File: config.mk
export PLATFORM = sky130hd
export DESIGN_NAME = serial_port_interrupt_status
export DESIGN_NICKNAME = d
export VERILOG_FILES = /design/src/logic/spis_pkg.sv /design/src/logic/serial_port_interrupt_status.sv /design/src/logic/sticky_flags.sv
export VERILOG_INCLUDE_DIRS = /design/src /design/src/logic
export SDC_FILE = /design/constraint.sdc
export NUM_CORES = 1
export LEC_CHECK = 0
export ABC_CLOCK_PERIOD_IN_PS = 2600
export BUFFER_PORTS_ARGS = -buffer_cell sky130_fd_sc_hd__buf_2
export CORE_MARGIN = 5
export CORE_UTILIZATION = 48
export DETAILED_ROUTE_END_ITERATION = 8
export PLACE_DENSITY_LB_ADDON = 0.08
export SKIP_CTS_REPAIR_TIMING = 1
export SYNTH_ARGS = -nofsm -noshare
export SYNTH_HDL_FRONTEND = slang
export SYNTH_SLANG_ARGS = --single-unit
File: constraint.sdc
create_clock -name aclk -period 2.6 [get_ports aclk]
set_input_delay 0.39 -clock aclk [delete_from_list [all_inputs] [get_ports aclk]]
set_output_delay 0.39 -clock aclk [all_outputs]
set_load 0.005 [all_outputs]
File: src/logic/spis_consts.svh
`ifndef SPIS_CONSTS_SVH
`define SPIS_CONSTS_SVH

// ****************************************************************
// register byte offsets
// ****************************************************************
`define OFF_MASK        12'h014
`define OFF_RAW         12'h018
`define OFF_MASKED      12'h01C
`define OFF_CLEAR       12'h020
`define OFF_EVT_STATUS  12'h024
`define OFF_EVT_MASK    12'h028

// ****************************************************************
// field positions, shared by all four-bit source registers
// ****************************************************************
`define BIT_TX_LEVEL    3
`define BIT_RX_LEVEL    2
`define BIT_RX_TIMEOUT  1
`define BIT_RX_OVERRUN  0
`define SRC_W           4

// ****************************************************************
// reset values
// ****************************************************************
`define RESET_MASK      4'h0
`define RESET_RAW       4'h8
`define RESET_EVT_MASK  4'h0

// ****************************************************************
// bus answers
// ****************************************************************
`define RESP_OKAY       2'h0
`define RESP_SLVERR     2'h2

`endif

File: src/logic/spis_pkg.sv
package spis_pkg;

	// bit 3 down to bit 0, same layout in every source register
	typedef struct packed {
		logic tx_level;
		logic rx_level;
		logic rx_timeout;
		logic rx_overrun;
	} irq_src_s;

	typedef struct packed {
		logic        aw_have;
		logic [11:0] aw_addr;
		logic        w_have;
		logic [31:0] w_data;
		logic [3:0]  w_strb;
		logic        awready;
		logic        wready;
		logic        bvalid;
		logic [1:0]  bresp;
		logic        arready;
		logic        rvalid;
		logic [31:0] rdata;
		logic [1:0]  rresp;
		irq_src_s    mask;
		irq_src_s    evt_mask;
		irq_src_s    prev_raw;
		logic        tx_level;
		logic        rx_level;
		logic        irq;
	} ctl_state_s;

endpackage : spis_pkg

File: src/logic/serial_port_interrupt_status.sv
// Behaviour
// raw status read returns all four source states before masking
// writes to raw status are ignored; raw flags unchanged
// masked status read returns each source ANDed with its mask bit
// writes to masked status are ignored; no flag or mask changes
// masked bit 1 reads one when time-out flagged and unmasked
// masked bit 0 reads one when overrun flagged and unmasked
// mask bits reset to zero; one passes the raw flag, zero blocks
// writing one to a clear bit resets time-out/overrun; zero has no effect
// tx flag bit 3 set at half full or less, resets one; rx bit 2
`timescale 1ns/1ps
`default_nettype none

`include "spis_consts.svh"

module serial_port_interrupt_status
	import spis_pkg::*;
(
	// clock and reset
	input  wire logic        aclk,
	input  wire logic        aresetn,
	// axi4-lite write address
	input  wire logic        awvalid,
	output var  logic        awready,
	input  wire logic [11:0] awaddr,
	input  wire logic [2:0]  awprot,
	// axi4-lite write data
	input  wire logic        wvalid,
	output var  logic        wready,
	input  wire logic [31:0] wdata,
	input  wire logic [3:0]  wstrb,
	// axi4-lite write response
	output var  logic        bvalid,
	input  wire logic        bready,
	output var  logic [1:0]  bresp,
	// axi4-lite read address
	input  wire logic        arvalid,
	output var  logic        arready,
	input  wire logic [11:0] araddr,
	input  wire logic [2:0]  arprot,
	// axi4-lite read data
	output var  logic        rvalid,
	input  wire logic        rready,
	output var  logic [31:0] rdata,
	output var  logic [1:0]  rresp,
	// interrupt sources
	input  wire logic        tx_fifo_half_or_less,
	input  wire logic        rx_fifo_half_or_more,
	input  wire logic        rx_timeout_event,
	input  wire logic        rx_overrun_event,
	// interrupt
	output var  logic        irq
);

	// ****************************************************************
	// state
	// ****************************************************************
	ctl_state_s       st_q;
	ctl_state_s       st_d;
	logic [1:0]       line_set;
	logic [1:0]       line_clr;
	logic [1:0]       line_q;
	irq_src_s         raw;
	irq_src_s         masked;
	irq_src_s         evt_set;
	irq_src_s         evt_clr;
	logic [3:0]       evt_q;
	logic             do_write;
	logic             rd_take;
	logic             unused_prot;

	assign unused_prot = ^{awprot, arprot};

	// ****************************************************************
	// source views
	// ****************************************************************
	assign raw.tx_level   = st_q.tx_level;
	assign raw.rx_level   = st_q.rx_level;
	assign raw.rx_timeout = line_q[`BIT_RX_TIMEOUT];
	assign raw.rx_overrun = line_q[`BIT_RX_OVERRUN];
	assign masked         = raw & st_q.mask;

	// ****************************************************************
	// time-out and overrun flags
	// ****************************************************************
	assign do_write = st_q.aw_have && st_q.w_have && !st_q.bvalid;
	assign rd_take  = arvalid && st_q.arready;

	assign line_set[`BIT_RX_TIMEOUT] = rx_timeout_event;
	assign line_set[`BIT_RX_OVERRUN] = rx_overrun_event;

	// write one clears, zero leaves alone
	assign line_clr = (do_write && st_q.aw_addr == `OFF_CLEAR
		&& st_q.w_strb[0]) ? st_q.w_data[1:0] : 2'h0;

	sticky_flags #(
		.WIDTH     (2),
		.RESET_VAL (2'h0)
	) u_line_flags (
		.aclk    (aclk),
		.aresetn (aresetn),
		.set     (line_set),
		.clr     (line_clr),
		.flags_q (line_q)
	);

	// ****************************************************************
	// event status, cleared by reading it
	// ****************************************************************
	assign evt_set = raw & ~st_q.prev_raw;
	assign evt_clr = (rd_take && araddr == `OFF_EVT_STATUS) ? 4'hF : 4'h0;

	sticky_flags #(
		.WIDTH     (`SRC_W),
		.RESET_VAL (4'h0)
	) u_evt_flags (
		.aclk    (aclk),
		.aresetn (aresetn),
		.set     (evt_set),
		.clr     (evt_clr),
		.flags_q (evt_q)
	);

	// ****************************************************************
	// next state
	// ****************************************************************
	always_comb begin
		st_d          = st_q;
		st_d.tx_level = tx_fifo_half_or_less;
		st_d.rx_level = rx_fifo_half_or_more;
		st_d.prev_raw = raw;
		st_d.irq      = |(evt_q & st_q.evt_mask);

		// write address and data, taken in either order
		if (awvalid && st_q.awready) begin
			st_d.aw_have = 1'b1;
			st_d.aw_addr = awaddr;
		end
		if (wvalid && st_q.wready) begin
			st_d.w_have = 1'b1;
			st_d.w_data = wdata;
			st_d.w_strb = wstrb;
		end
		if (st_q.bvalid && bready) begin
			st_d.bvalid = 1'b0;
		end

		if (do_write) begin
			st_d.aw_have = 1'b0;
			st_d.w_have  = 1'b0;
			st_d.bvalid  = 1'b1;
			st_d.bresp   = `RESP_OKAY;
			case (st_q.aw_addr)
				`OFF_MASK: begin
					if (st_q.w_strb[0]) begin
						st_d.mask = st_q.w_data[3:0];
					end
				end
				`OFF_RAW: begin
					st_d.bresp = `RESP_OKAY;
				end
				`OFF_MASKED: begin
					st_d.bresp = `RESP_OKAY;
				end
				`OFF_CLEAR: begin
					st_d.bresp = `RESP_OKAY;
				end
				`OFF_EVT_STATUS: begin
					st_d.bresp = `RESP_OKAY;
				end
				`OFF_EVT_MASK: begin
					if (st_q.w_strb[0]) begin
						st_d.evt_mask = st_q.w_data[3:0];
					end
				end
				default: begin
					st_d.bresp = `RESP_SLVERR;
				end
			endcase
		end
		st_d.awready = !st_d.aw_have && !st_d.bvalid;
		st_d.wready  = !st_d.w_have && !st_d.bvalid;

		// read channel
		if (st_q.rvalid && rready) begin
			st_d.rvalid = 1'b0;
		end
		if (rd_take) begin
			st_d.rvalid = 1'b1;
			st_d.rresp  = `RESP_OKAY;
			st_d.rdata  = 32'h0;
			case (araddr)
				`OFF_MASK: begin
					st_d.rdata[3:0] = st_q.mask;
				end
				`OFF_RAW: begin
					st_d.rdata[3:0] = raw;
				end
				`OFF_MASKED: begin
					st_d.rdata[3:0] = masked;
				end
				`OFF_CLEAR: begin
					st_d.rdata = 32'h0;
				end
				`OFF_EVT_STATUS: begin
					st_d.rdata[3:0] = evt_q;
				end
				`OFF_EVT_MASK: begin
					st_d.rdata[3:0] = st_q.evt_mask;
				end
				default: begin
					st_d.rresp = `RESP_SLVERR;
				end
			endcase
		end
		st_d.arready = !st_d.rvalid;
	end

	always_ff @(posedge aclk) begin
		if (!aresetn) begin
			st_q          <= '0;
			st_q.tx_level <= 1'b1;
			st_q.prev_raw <= `RESET_RAW;
			st_q.mask     <= `RESET_MASK;
			st_q.evt_mask <= `RESET_EVT_MASK;
		end else begin
			st_q <= st_d;
		end
	end

	// ****************************************************************
	// outputs
	// ****************************************************************
	assign awready = st_q.awready;
	assign wready  = st_q.wready;
	assign bvalid  = st_q.bvalid;
	assign bresp   = st_q.bresp;
	assign arready = st_q.arready;
	assign rvalid  = st_q.rvalid;
	assign rdata   = st_q.rdata;
	assign rresp   = st_q.rresp;
	assign irq     = st_q.irq;

	// ****************************************************************
	// checks
	// ****************************************************************
	property p_raw_read;
		@(posedge aclk) disable iff (!aresetn)
		(rd_take && araddr == `OFF_RAW)
			|=> (rvalid && rdata == {28'h0, $past(raw)});
	endproperty
	a_raw_read: assert property (p_raw_read)
		else $error("raw status read wrong");

	property p_raw_write;
		@(posedge aclk) disable iff (!aresetn)
		(do_write && st_q.aw_addr == `OFF_RAW && !rx_timeout_event
			&& !rx_overrun_event)
			|=> ($stable(line_q) && $stable(st_q.mask)
			&& bresp == `RESP_OKAY);
	endproperty
	a_raw_write: assert property (p_raw_write)
		else $error("raw status write changed state");

	property p_masked_read;
		@(posedge aclk) disable iff (!aresetn)
		(rd_take && araddr == `OFF_MASKED)
			|=> (rdata[3:0] == ($past(raw) & $past(st_q.mask))
			&& rdata[31:4] == 28'h0);
	endproperty
	a_masked_read: assert property (p_masked_read)
		else $error("masked status read wrong");

	property p_masked_write;
		@(posedge aclk) disable iff (!aresetn)
		(do_write && st_q.aw_addr == `OFF_MASKED && !rx_timeout_event
			&& !rx_overrun_event)
			|=> ($stable(st_q.mask) && $stable(line_q)
			&& $stable(st_q.evt_mask));
	endproperty
	a_masked_write: assert property (p_masked_write)
		else $error("masked status write changed state");

	property p_timeout_masked;
		@(posedge aclk) disable iff (!aresetn)
		(rd_take && araddr == `OFF_MASKED)
			|=> (rdata[`BIT_RX_TIMEOUT] == ($past(line_q[`BIT_RX_TIMEOUT])
			&& $past(st_q.mask.rx_timeout)));
	endproperty
	a_timeout_masked: assert property (p_timeout_masked)
		else $error("masked time-out bit wrong");

	property p_overrun_masked;
		@(posedge aclk) disable iff (!aresetn)
		(rd_take && araddr == `OFF_MASKED
			&& line_q[`BIT_RX_OVERRUN] && st_q.mask.rx_overrun)
			|=> rdata[`BIT_RX_OVERRUN];
	endproperty
	a_overrun_masked: assert property (p_overrun_masked)
		else $error("masked overrun bit not seen");

	property p_mask_write;
		@(posedge aclk) disable iff (!aresetn)
		(do_write && st_q.aw_addr == `OFF_MASK && st_q.w_strb[0])
			|=> (st_q.mask == $past(st_q.w_data[3:0]) && bvalid);
	endproperty
	a_mask_write: assert property (p_mask_write)
		else $error("mask write not stored");

	property p_clear_one;
		@(posedge aclk) disable iff (!aresetn)
		(do_write && st_q.aw_addr == `OFF_CLEAR && st_q.w_strb[0]
			&& st_q.w_data[`BIT_RX_TIMEOUT] && !rx_timeout_event)
			|=> !line_q[`BIT_RX_TIMEOUT];
	endproperty
	a_clear_one: assert property (p_clear_one)
		else $error("time-out flag not cleared");

	property p_clear_zero;
		@(posedge aclk) disable iff (!aresetn)
		(do_write && st_q.aw_addr == `OFF_CLEAR
			&& !st_q.w_data[`BIT_RX_OVERRUN] && line_q[`BIT_RX_OVERRUN])
			|=> line_q[`BIT_RX_OVERRUN];
	endproperty
	a_clear_zero: assert property (p_clear_zero)
		else $error("overrun flag cleared by zero");

	property p_level_flags;
		@(posedge aclk) disable iff (!aresetn)
		1'b1 |=> (raw.tx_level == $past(tx_fifo_half_or_less)
			&& raw.rx_level == $past(rx_fifo_half_or_more));
	endproperty
	a_level_flags: assert property (p_level_flags)
		else $error("level flag does not follow its source");

	property p_irq_level;
		@(posedge aclk) disable iff (!aresetn)
		((evt_q & st_q.evt_mask) != 4'h0) |=> irq;
	endproperty
	a_irq_level: assert property (p_irq_level)
		else $error("interrupt missing for unmasked event");

	property p_write_answer;
		@(posedge aclk) disable iff (!aresetn)
		do_write |=> (bvalid && !awready && !wready);
	endproperty
	a_write_answer: assert property (p_write_answer)
		else $error("write response late");

endmodule : serial_port_interrupt_status

`default_nettype wire

File: src/logic/sticky_flags.sv
`timescale 1ns/1ps
`default_nettype none

module sticky_flags #(
	parameter int unsigned          WIDTH     = 4,
	parameter logic [WIDTH-1:0]     RESET_VAL = '0
) (
	// clock and reset
	input  wire logic             aclk,
	input  wire logic             aresetn,
	// set and clear strobes
	input  wire logic [WIDTH-1:0] set,
	input  wire logic [WIDTH-1:0] clr,
	// flags
	output var  logic [WIDTH-1:0] flags_q
);

	logic [WIDTH-1:0] flags_d;

	// set beats a clear in the same cycle
	always_comb begin
		flags_d = (flags_q & ~clr) | set;
	end

	always_ff @(posedge aclk) begin
		if (!aresetn) begin
			flags_q <= RESET_VAL;
		end else begin
			flags_q <= flags_d;
		end
	end

	property p_set_wins;
		@(posedge aclk) disable iff (!aresetn)
		(set != '0) |=> ((flags_q & $past(set)) == $past(set));
	endproperty
	a_set_wins: assert property (p_set_wins)
		else $error("sticky flag lost its set");

	property p_no_clear_keeps;
		@(posedge aclk) disable iff (!aresetn)
		1'b1 |=> ((~flags_q & $past(flags_q) & ~$past(clr)) == '0);
	endproperty
	a_no_clear_keeps: assert property (p_no_clear_keeps)
		else $error("sticky flag fell without a clear");

endmodule : sticky_flags

`default_nettype wire

Word level (Yosys, flattened, before mapping)
Cells that the tools add are included.
{"block": "op_classes", "eq_ne": 12, "mux": 13, "n_bitwise": 10, "reduce_logical": 22}
{"cell": "$eq A12 B5 Y1 const B", "count": 6}
{"cell": "$eq A12 B6 Y1 const B", "count": 6}
{"cell": "$mux W37", "count": 1}
{"cell": "$mux W35", "count": 1}
{"cell": "$pmux W4 S5", "count": 1}
{"cell": "$and A4 B4 Y4", "count": 4}
{"cell": "$mux W13", "count": 1}
{"cell": "$logic_and A1 B1 Y1", "count": 12}
{"cell": "$reduce_or A6 Y1", "count": 2}
{"cell": "$not A4 Y4", "count": 2}
{"cell": "$mux W2", "count": 3}
{"cell": "$reduce_and A3 Y1", "count": 2}
{"cell": "$logic_not A1 Y1", "count": 5}
{"cell": "$mux W1", "count": 4}
{"cell": "$mux W4", "count": 1}
{"cell": "$or A4 B4 Y4", "count": 1}
{"cell": "$reduce_or A4 Y1", "count": 1}
{"cell": "$mux W3", "count": 1}
{"cell": "$and A2 B2 Y2", "count": 1}
{"cell": "$not A2 Y2", "count": 1}
{"cell": "$or A2 B2 Y2", "count": 1}
{"block": "totals", "regBits": 84, "inputBits": 77, "output_inout_bits": 42}

Depth between registers and ports, before layout
Gate-level depths: netlist (run 1).
{"block": "logic_depth", "ltp_word": 8, "mapped_depth": 5}

Hierarchy
From an unflattened synthesis (run 1), not the netlist that was laid out.
{"block": "hier_totals", "hier_cells": 270, "area_unflattened_um2": 2433.6}
{"module": "serial_port_interrupt_status", "n_inst": 1, "cells_each": 252, "area_per_inst_um2": 2185.8, "seq_area_each_um2": 900.9}
{"module": "sticky_flags (u_evt_flags)", "n_inst": 1, "cells_each": 12, "area_per_inst_um2": 165.2, "seq_area_each_um2": 80.1}
{"module": "sticky_flags (u_line_flags)", "n_inst": 1, "cells_each": 6, "area_per_inst_um2": 82.6, "seq_area_each_um2": 40.0}

Worst setup path after synthesis (run 1)
Ideal clock, no wire load.
{"block": "synth_path", "kind": "register to register", "startpoint": "register st_q[104] (netlist name)", "endpoint": "register st_q[11] (netlist name)", "setup_ns": 0.072, "arrival_ns": 1.308, "slack_ns": 1.220, "path_stages_with_launch": 5, "path_buffers": 0, "synth_period_minus_slack_ns": 1.380, "path_cell_list": "dfxtp_1 -> nor4_4 -> nand2_2 -> nor4_4 -> mux2i_1"}
{"block": "synth_via", "elab_chain_cells": 2}
{"item": "start: declaration", "line": "serial_port_interrupt_status.sv:58", "rtl": "ctl_state_s st_q;"}
{"item": "start signal: assignment", "line": "serial_port_interrupt_status.sv:227", "rtl": "st_q <= st_d;"}
{"item": "$eq A12 B5 Y1", "line": "serial_port_interrupt_status.sv:153", "rtl": "case (st_q.aw_addr)"}
{"item": "$reduce_and A3 Y1 (no source line)"}
Every way passes these cells.
A chain may end at the register's enable or synchronous reset.

Worst setup path in the final report (run 1)
{"block": "layout_path", "startpoint": "register st_q[104] (netlist name)", "endpoint": "register st_q[13] (netlist name)"}
Same word-level chain as after synthesis.

==> impl_metrics.py, run 1 <==
metrics = {
    "run_status": {
        "status": "complete, no violations",
    },
    "logic_synthesis": {
        "synth_most_common_cell": "nand2_1",
        "ys_seq_elements": 51,
        "synth_cells": 273,
        "synth-adder-area-share": 0,
        "yosys.cell_types.count": 32,
        "synth.area.top_cells": "dfxtp_1 44%, buf_4 12%, nand2_1 9.9%",
        "synth-xor-area-share": 0,
        "syn_area_per_cell_um2": 8.46,
        "synth_area_um2": 2310,
        "synth_top_family_by_area": "simple AND/OR/NAND/NOR gates",
        "synthSimpleGateAreaFrac": 0.242,
        "synth_compound_area_frac": 0.138,
        "synth-edff-count": 0,
        "synth_top_area_share": 0.442,
        "async_reset_ff_frac": 0,
        "synth_mux_area_frac": 0.0347,
        "ys_seq_area_frac": 0.442,
        "yosys_warnings": 0,
        "ys.flop_type": "dfxtp_1",
        "synthTopCellsByCount": "61 x nand2_1, 51 x dfxtp_1, 36 x buf_4, 24 x a21oi_1, 13 x nand2b_1",
        "yosysTopAreaCell": "dfxtp_1",
    },
    "clocking": {
        "clk_pin_slew_ps": 90,
        "numClockSinks": 51,
        "cts_max_path_buffers": 2,
        "cts_max_level": 2,
        "cts_root_buffer": "clkbuf_8",
        "numCtsBuffers": 5,
        "clock_latency_ps": 290,
        "cts_tree": "done",
    },
    "critical_path": {
        "rr_worst_depth": 4,
        "cp_common_cell": "nor4_4",
        "critPathLaunchType": "register",
        "worstSetupPathType": "reg -> reg",
        "r2r_setup_slack_ps": 1030,
        "end_kind": "register",
        "critPathLaunch": "st_q[104]",
        "required_ps": 2820,
        "r2r_start": "st_q[104]",
        "cp-endpoint": "st_q[13]",
        "critical-path-slowest-cell": "nor4_4",
        "critPathMaxFanout": 4,
        "path_cells": "nor4_4 > nand2_2 > nor4_4 > mux2i_1",
        "rr_endpoint": "st_q[13]",
        "worstPathArrival_ps": 1790,
        "slowest_delay_ps": 480,
    },
    "floorplanning": {
        "core-area_um2": 4690,
        "fp.dieH_um": 79.4,
        "start_util": 0.492,
        "die_w_um": 79.4,
        "io_pins": 119,
        "die_area_um2": 6300,
        "rows": 25,
    },
    "route": {
        "drtIter0Drc": 81,
        "via_count": 1787,
        "wl_um": 4630,
        "ant_nets": 0,
        "routed_via_density": 4.80,
        "routedWlPerCell_um": 12.4,
        "drcViolationCount": 0,
        "first_pass_iters": 4,
    },
    "place": {
        "hpwl_um": 3520,
        "gp_congestion": 0.723,
        "io_buffers": 51,
        "place_ws_ps": 814,
    },
    "sta": {
        "min_period_over_period": 0.604,
        "relSlewSlack": 0.655,
        "rsz0062_at_grt": "no",
        "max_freq_mhz": 637,
        "finalClockSkew_ps": 8.28,
        "hold_violations": 0,
        "tightestPinTransition_ps": 517,
        "worst_slack_ps": 1030,
        "setup_tns_ps": 0,
        "slew_violations": 0,
        "setup_viol_count_final": 0,
        "fin_crit_ps": 1570,
    },
    "power": {
        "clkPwrFrac": 0.312,
        "p_seq_frac": 0.582,
        "p_switching_mw": 0.356,
        "switching_share": 0.246,
        "ir_worst_vdd_mv": 0.294,
        "p_leak_nw": 1.13,
        "internal_power_mw": 1.09,
        "power.density_nw_per_um2": 570,
        "power_frac_comb": 0.106,
    },
    "global_route": {
        "grt_max_degree": 28,
        "grt_pass1_vias": 1577,
        "track_usage": 0.143,
        "grt_overflow": 0,
        "grt_pass1_wl_um": 7110,
        "antenna_found_initial": 0,
    },
    "worst_hold_path": {
        "hold_path.class": "in -> reg",
    },
    "finish": {
        "diodes": 0,
        "areaGrowthSynthToFinish_pct": 9.97,
        "drive_gt1_frac": 0.201,
        "final_nets": 395,
    },
    "job": {
        "drv_cap": 0,
    },
}
state kept, by name (all words and copies together) (netlist names), 2 cells and up:
name	count
raw	2
rdata	4
st_q	31
u_evt_flags.flags_q	4
u_line_flags.flags_q	2
metrics by stage:
stage               utilization  total power, mW  hold WS (ps)  cell area [µm²]  std cells
floorplan                     -            0.983           399             2420        302
global placement          0.522             1.01           401             2450        365
detailed placement        0.522             1.01           410             2450        365
CTS                       0.541             1.46           261             2540        372
global route              0.541             1.52           265             2540        372
finish                    0.541             1.45           269             2540        372
worst max-delay path: cells and delay by family, from the launching register on:
family           cells  cell delay, ps
AND/OR/NAND/NOR      3             910
flip-flops           1             340
multiplexers         1             240
kinds of logic after synthesis:
group	Yosys count
and+or+nand+nor	111
DFF	51
other	1
AOI/OAI and AO/OA	51
muxes	8
buffers and inverters	51
worst min path at each step:
stage / end / cells after the start / slack [ps] / startpoint
2_1_floorplan: u_evt_flags.flags_q[0] / 1 / 400 / st_q[3]
5_1_grt: raw[3] / 2 / 270 / tx_fifo_half_or_less
6_report: raw[3] / 2 / 270 / tx_fifo_half_or_less
4_1_cts: raw[3] / 2 / 260 / tx_fifo_half_or_less
3_5_place_dp: u_evt_flags.flags_q[2] / 1 / 410 / st_q[5]
3_3_place_gp: u_evt_flags.flags_q[2] / 1 / 400 / st_q[5]
layer usage:
layer	up-vias	track usage	wire length, µm
li1	950	-	-
met1	777	0.196	2350
met2	58	0.213	1940
met3	2	0.0454	308
met4	0	0.0464	24
met5	-	0	0
power groups by stage:
stage	Clock, mW	Combinational, mW	Sequential, mW
after CTS	0.467	0.153	0.842
after global routing	0.496	0.174	0.847
after global placement	0	0.152	0.858
after floorplan	0	0.130	0.853
final	0.451	0.153	0.842
after detailed placement	0	0.153	0.860
layout by cell type, fill, tap and decap left out, drive strengths merged:
cell type / Yosys / final
a21oi: 24 / 24
a221oi: 1 / 1
a22o: 4 / 4
a22oi: 2 / 2
a311oi: 1 / 1
a32o: 1 / 1
a32oi: 4 / 4
a41oi: 3 / 3
and2: 3 / 3
and3: 5 / 5
buf: 38 / 52
clkbuf: 5 / 6
clkinv: 0 / 1
conb: 1 / 30
dfxtp: 51 / 51
inv: 8 / 8
mux2i: 8 / 8
nand2: 62 / 62
nand2b: 13 / 13
nand3: 6 / 6
nand3b: 3 / 3
nand4: 1 / 1
nor2: 8 / 8
nor2b: 3 / 3
nor3: 2 / 2
nor4: 3 / 3
nor4b: 1 / 1
nor4bb: 1 / 1
o21ai: 10 / 10
o21ba: 1 / 1
cell type report:
type | count | area (µm²)
inverters | 8 | 30.0
flip-flops and latches | 51 | 1020
multi-input cells | 200 | 1070
fillers | 476 | 2150
well taps | 54 | 67.6
clock buffers | 6 | 82.6
repair buffers | 52 | 263
clock inverters | 1 | 5.00
No activity file was read; power rests on OpenSTA's default activity.
==> run 2, diff against run 1 <==
ABC_AREA = 1   (was not set)
ABC_CLOCK_PERIOD_IN_PS = 1600   (was 2600)
CORE_UTILIZATION = 46   (was 48)
clock period = 1.6 ns   (was 2.6 ns; I/O delays follow)
==> impl_metrics.py, run 2 <==
metrics = {
    "clocking": {
        "cts_max_level": 2,
        "cts_root_buffer": "clkbuf_8",
        "cts_max_path_buffers": 2,
        "clock_latency_ps": 300,
        "numClockSinks": 51,
        "numCtsBuffers": 5,
        "clk_pin_slew_ps": 80,
        "cts_tree": "done",
    },
    "worst_hold_path": {
        "hold_path.class": "in -> reg",
        "hold_start": "rx_fifo_half_or_more",
        "whs_path_depth": 3,
    },
    "critical_path": {
        "critPathLaunch": "st_q[93]",
        "end_kind": "register",
        "worst-path-stages": 6,
        "critPathMaxFanout": 8,
        "r2r_start": "st_q[93]",
        "slowest_delay_ps": 320,
        "worstSetupPathType": "reg -> reg",
        "critical-path-slowest-cell": "dfxtp_1",
        "path_cells": "nor2_2 > inv_2 > nor3_2 > nand3_2 > o21ai_1 > a21oi_1",
        "cp_top_family": "simple AND/OR/NAND/NOR gates",
        "rr_worst_depth": 6,
        "path_buf_inv": 1,
        "required_ps": 1790,
        "critPathLaunchType": "register",
        "worstPathArrival_ps": 1460,
    },
    "power": {
        "ir_worst_vdd_mv": 0.463,
        "p_leak_nw": 1.34,
        "power.density_nw_per_um2": 869,
    },
    "logic_synthesis": {
        "synth_top_area_share": 0.411,
        "synth_cells": 326,
        "yosys.cell_types.count": 30,
        "yosysTopAreaCell": "dfxtp_1",
        "async_reset_ff_frac": 0,
        "ys_seq_area_frac": 0.411,
        "synthTopCellsByCount": "51 x dfxtp_1, 42 x nor2_1, 40 x nand2_1, 37 x buf_4, 31 x inv_1",
        "ys.flop_type": "dfxtp_1",
        "ys_seq_elements": 51,
        "syn_area_per_cell_um2": 7.62,
        "synth-edff-count": 0,
        "yosys_warnings": 0,
        "synth.area.top_cells": "dfxtp_1 41%, buf_4 11%, nor2_1 6.3%",
        "synth_area_um2": 2480,
        "synth_most_common_cell": "dfxtp_1",
    },
    "place": {
        "io_buffers": 51,
        "hpwl_um": 3790,
        "gp_congestion": 0.883,
    },
    "route": {
        "wl_um": 4800,
        "via_count": 1958,
        "drcViolationCount": 0,
        "routedWlPerCell_um": 10.9,
        "ant_nets": 0,
        "routed_via_density": 4.44,
        "drtIter0Drc": 30,
        "first_pass_iters": 4,
    },
    "sta": {
        "hold_violations": 0,
        "slew_violations": 0,
        "setup_tns_ps": 0,
        "min_period_over_period": 0.798,
        "fin_crit_ps": 1280,
        "finalClockSkew_ps": 5.44,
        "setup_viol_count_final": 0,
        "whs_ps": 125,
        "rsz0062_at_grt": "no",
        "max_freq_mhz": 783,
    },
    "finish": {
        "fin_util": 0.526,
        "final_cell_mix": "51 x dfxtp_1, 51 x buf_2, 42 x nor2_1",
        "diodes": 0,
        "largest_reg_flops": 31,
        "final_nets": 449,
        "areaGrowthSynthToFinish_pct": 9.52,
        "drive_gt1_frac": 0.248,
        "top_register": "st_q",
    },
    "global_route": {
        "use_met3": 0.0454,
        "grt.busiest_layer": "met2",
        "grt_overflow": 0,
        "antenna_found_initial": 0,
        "grt_max_degree": 24,
        "use_met1": 0.168,
        "track_usage": 0.143,
        "gr-usage-met2": 0.249,
        "grt_pass1_wl_um": 8340,
        "grt_pass1_vias": 1920,
    },
    "floorplanning": {
        "core-area_um2": 5170,
        "die_w_um": 83.5,
        "fp.dieH_um": 83.5,
        "io_pins": 119,
        "rows": 26,
        "die_area_um2": 6970,
        "start_util": 0.480,
    },
    "run_status": {
        "status": "complete, no violations",
    },
    "job": {
        "drv_cap": 0,
    },
}
[run 2: cell count changes after synthesis, sizes merged, moves of 13 or more]
cell,before,now
nor2,8,56
inv,8,38
o21ai,10,32
nand3,6,25
nand2,62,44
nand2b,13,0
[run 2: logic make-up (layout without fill, tap and decap cells)]
family,count (synthesis),count (layout),synth area share
DFF,51,51,0.411
and+or+nand+nor,137,137,0.293
other,1,30,0.00151
buffers and inverters,81,97,0.179
AOI/OAI and AO/OA,56,56,0.115
[run 2: final timing paths]
path | endpoint | slack (ps)
worst max-delay path | st_q[13] | 320
worst min register to register | u_evt_flags.flags_q[1] | 410
worst max register to register | st_q[13] | 320
worst min-delay path | raw[2] | 120
[run 2: power by group]
group,switching [mW],internal (mW),total (mW)
clock,0.376,0.292,0.668
combinational,0.190,0.120,0.311
sequential,0.0420,1.34,1.39
total,0.608,1.76,2.36
[run 2: stage by stage]
| stage | setup WS [ps] | power [mW] | std cells | cell area [µm²] |
|---|---|---|---|---|
| 2_1_floorplan | 486 | 1.68 | 355 | 2590 |
| 5_1_grt | 159 | 2.51 | 441 | 2720 |
| 6_report | 323 | 2.36 | 441 | 2720 |
| 3_5_place_dp | 307 | 1.73 | 435 | 2650 |
| 4_1_cts | 293 | 2.40 | 441 | 2720 |
| 3_3_place_gp | 304 | 1.72 | 435 | 2650 |
[run 2: layout make-up]
cell class / instances / area, µm²
Clock buffer: 6 / 72.6
Fill cell: 561 / 2450
Inverter: 38 / 143
Multi-Input combinational cell: 223 / 1130
Sequential cell: 51 / 1020
Tap cell: 70 / 87.6
Timing Repair Buffer: 53 / 270
[run 2: tightest hold or removal path, cell delays in order]
cell	delay, ps
buf_2	70
nand2_1	40
inv_1	40
[run 2: metal layers]
metal	vias up	part of all wire
met5	-	0
met4	0	0.010
met3	4	0.072
met2	49	0.48
met1	844	0.44
li1	1061	-
==> run 3, diff against run 2 <==
ABC_AREA = 0   (was 1)
ABC_CLOCK_PERIOD_IN_PS = 1300   (was 1600)
CORE_UTILIZATION = 45   (was 46)
clock period = 1.3 ns   (was 1.6 ns; I/O delays follow)
==> impl_metrics.py, run 3 (same netlist as run 1, synthesis figures left out) <==
metrics = {
    "critical_path": {
        "worstPathArrival_ps": 1600,
        "worstSetupPathType": "reg -> reg",
        "path_buf_inv": 1,
        "critPathLaunchType": "register",
        "cp_top_family": "simple AND/OR/NAND/NOR gates",
        "end_kind": "register",
        "slowest_delay_ps": 360,
        "critPathMaxFanout": 4,
        "r2r_setup_slack_ps": -60,
        "required_ps": 1530,
        "critical-path-slowest-cell": "dfxtp_2",
        "path_cells": "nor2b_1 > nand3_1 > nor4_4 > buf_4 > mux2i_1",
    },
    "sta": {
        "setup_tns_ps": -218,
        "fin_crit_ps": 1360,
        "hold_violations": 0,
        "whs_ps": 70.9,
        "min_period_over_period": 1.05,
        "slew_violations": 0,
        "finalClockSkew_ps": 10.2,
        "setup_viol_count_final": 4,
        "max_freq_mhz": 734,
        "rsz0062_at_grt": "yes",
        "worst_slack_ps": -62.3,
    },
    "run_status": {
        "violations": "negative setup slack",
        "status": "finished, violations left",
    },
    "power": {
        "power.density_nw_per_um2": 1130,
        "p_seq_frac": 0.533,
        "clkPwrFrac": 0.351,
        "p_switching_mw": 0.776,
        "p_leak_nw": 1.27,
        "switching_share": 0.246,
        "power_frac_comb": 0.116,
        "finalPower_mw": 3.15,
        "internal_power_mw": 2.38,
        "ir_worst_vdd_mv": 0.568,
    },
    "clocking": {
        "clock_latency_ps": 300,
        "cts_tree": "done",
        "cts_root_buffer": "clkbuf_8",
        "cts_max_level": 2,
        "numClockSinks": 51,
        "cts_max_path_buffers": 2,
        "clk_pin_slew_ps": 100,
        "numCtsBuffers": 5,
    },
    "place": {
        "hpwl_um": 3750,
        "dpl-instance-area_um2": 2630,
        "place_ws_ps": -86.2,
        "gp_congestion": 0.758,
        "place_inst": 402,
        "io_buffers": 51,
    },
    "floorplanning": {
        "fp.dieH_um": 81.6,
        "rows": 26,
        "die_area_um2": 6660,
        "die_w_um": 81.6,
        "io_pins": 119,
        "core-area_um2": 5040,
        "start_util": 0.458,
    },
    "global_route": {
        "track_usage": 0.153,
        "grt_max_degree": 27,
        "grt_pass1_wl_um": 7840,
        "grt_pass1_vias": 1725,
        "antenna_found_initial": 0,
        "grt_overflow": 0,
    },
    "finish": {
        "final_cell_mix": "60 x nand2_1, 51 x buf_2, 46 x dfxtp_1",
        "areaGrowthSynthToFinish_pct": 21.3,
        "diodes": 0,
        "drive_gt1_frac": 0.290,
        "fin_util": 0.555,
        "finalInstanceArea_um2": 2800,
        "top_register": "st_q",
        "layout_commonest_cell": "nand2_1",
        "final_nets": 417,
        "largest_reg_flops": 31,
        "fillers": 484,
        "fin_cells": 411,
    },
    "route": {
        "routedWlPerCell_um": 12.0,
        "drcViolationCount": 0,
        "drtIter0Drc": 80,
        "via_count": 1911,
        "ant_nets": 0,
        "first_pass_iters": 4,
        "wl_um": 4910,
        "routed_via_density": 4.65,
    },
    "job": {
        "drv_cap": 0,
    },
    "worst_hold_path": {
        "hold_path.class": "in -> reg",
    },
}
## run 3: cell count changes in the layout (fill, tap and decap cells not counted), moves of 10 or more
cell      delta
buf_4       +20
inv_1       -23
nand2_1     +20
nand2b_1    +13
nand3_1     -15
nor2_1      -34
o21ai_0     -14
o21ai_1     -10
## run 3: layer usage
layer  GRT usage  up-vias  wire length (µm)
met1       0.199      847              2250
li1            -      993                 -
met4      0.0548        0                68
met5           0        -                 0
met2       0.242       64              2200
met3      0.0417        7               390
## run 3: path summary, 6_finish.rpt
| check | startpoint | to | cells after the start |
|---|---|---|---|
| worst max-delay path | st_q[97] | st_q[11] | 5 |
| worst min-delay path | tx_fifo_half_or_less | raw[3] | 2 |
| worst max register to register | st_q[97] | st_q[11] | 5 |
| worst min register to register | st_q[4] | u_evt_flags.flags_q[1] | 1 |
## run 3: layout make-up
type | count | area [µm²] | share of cell area
multi-input combinational | 200 | 1110 | 0.397
clock inverter | 3 | 43.8 | 0.0156
tap | 70 | 87.6 | 0.0313
timing repair buffer | 74 | 432 | 0.154
inverter | 8 | 30.0 | 0.0107
clock buffer | 5 | 68.8 | 0.0246
sequential | 51 | 1030 | 0.367
## run 3: power by group through the flow
stage          Clock (mW)  Combinational [mW]  Sequential [mW]
2_1_floorplan           0               0.258             1.71
3_3_place_gp            0               0.351             1.71
3_5_place_dp            0               0.354             1.72
4_1_cts              1.14               0.357             1.68
5_1_grt              1.21               0.419             1.69
6_report             1.11               0.367             1.68
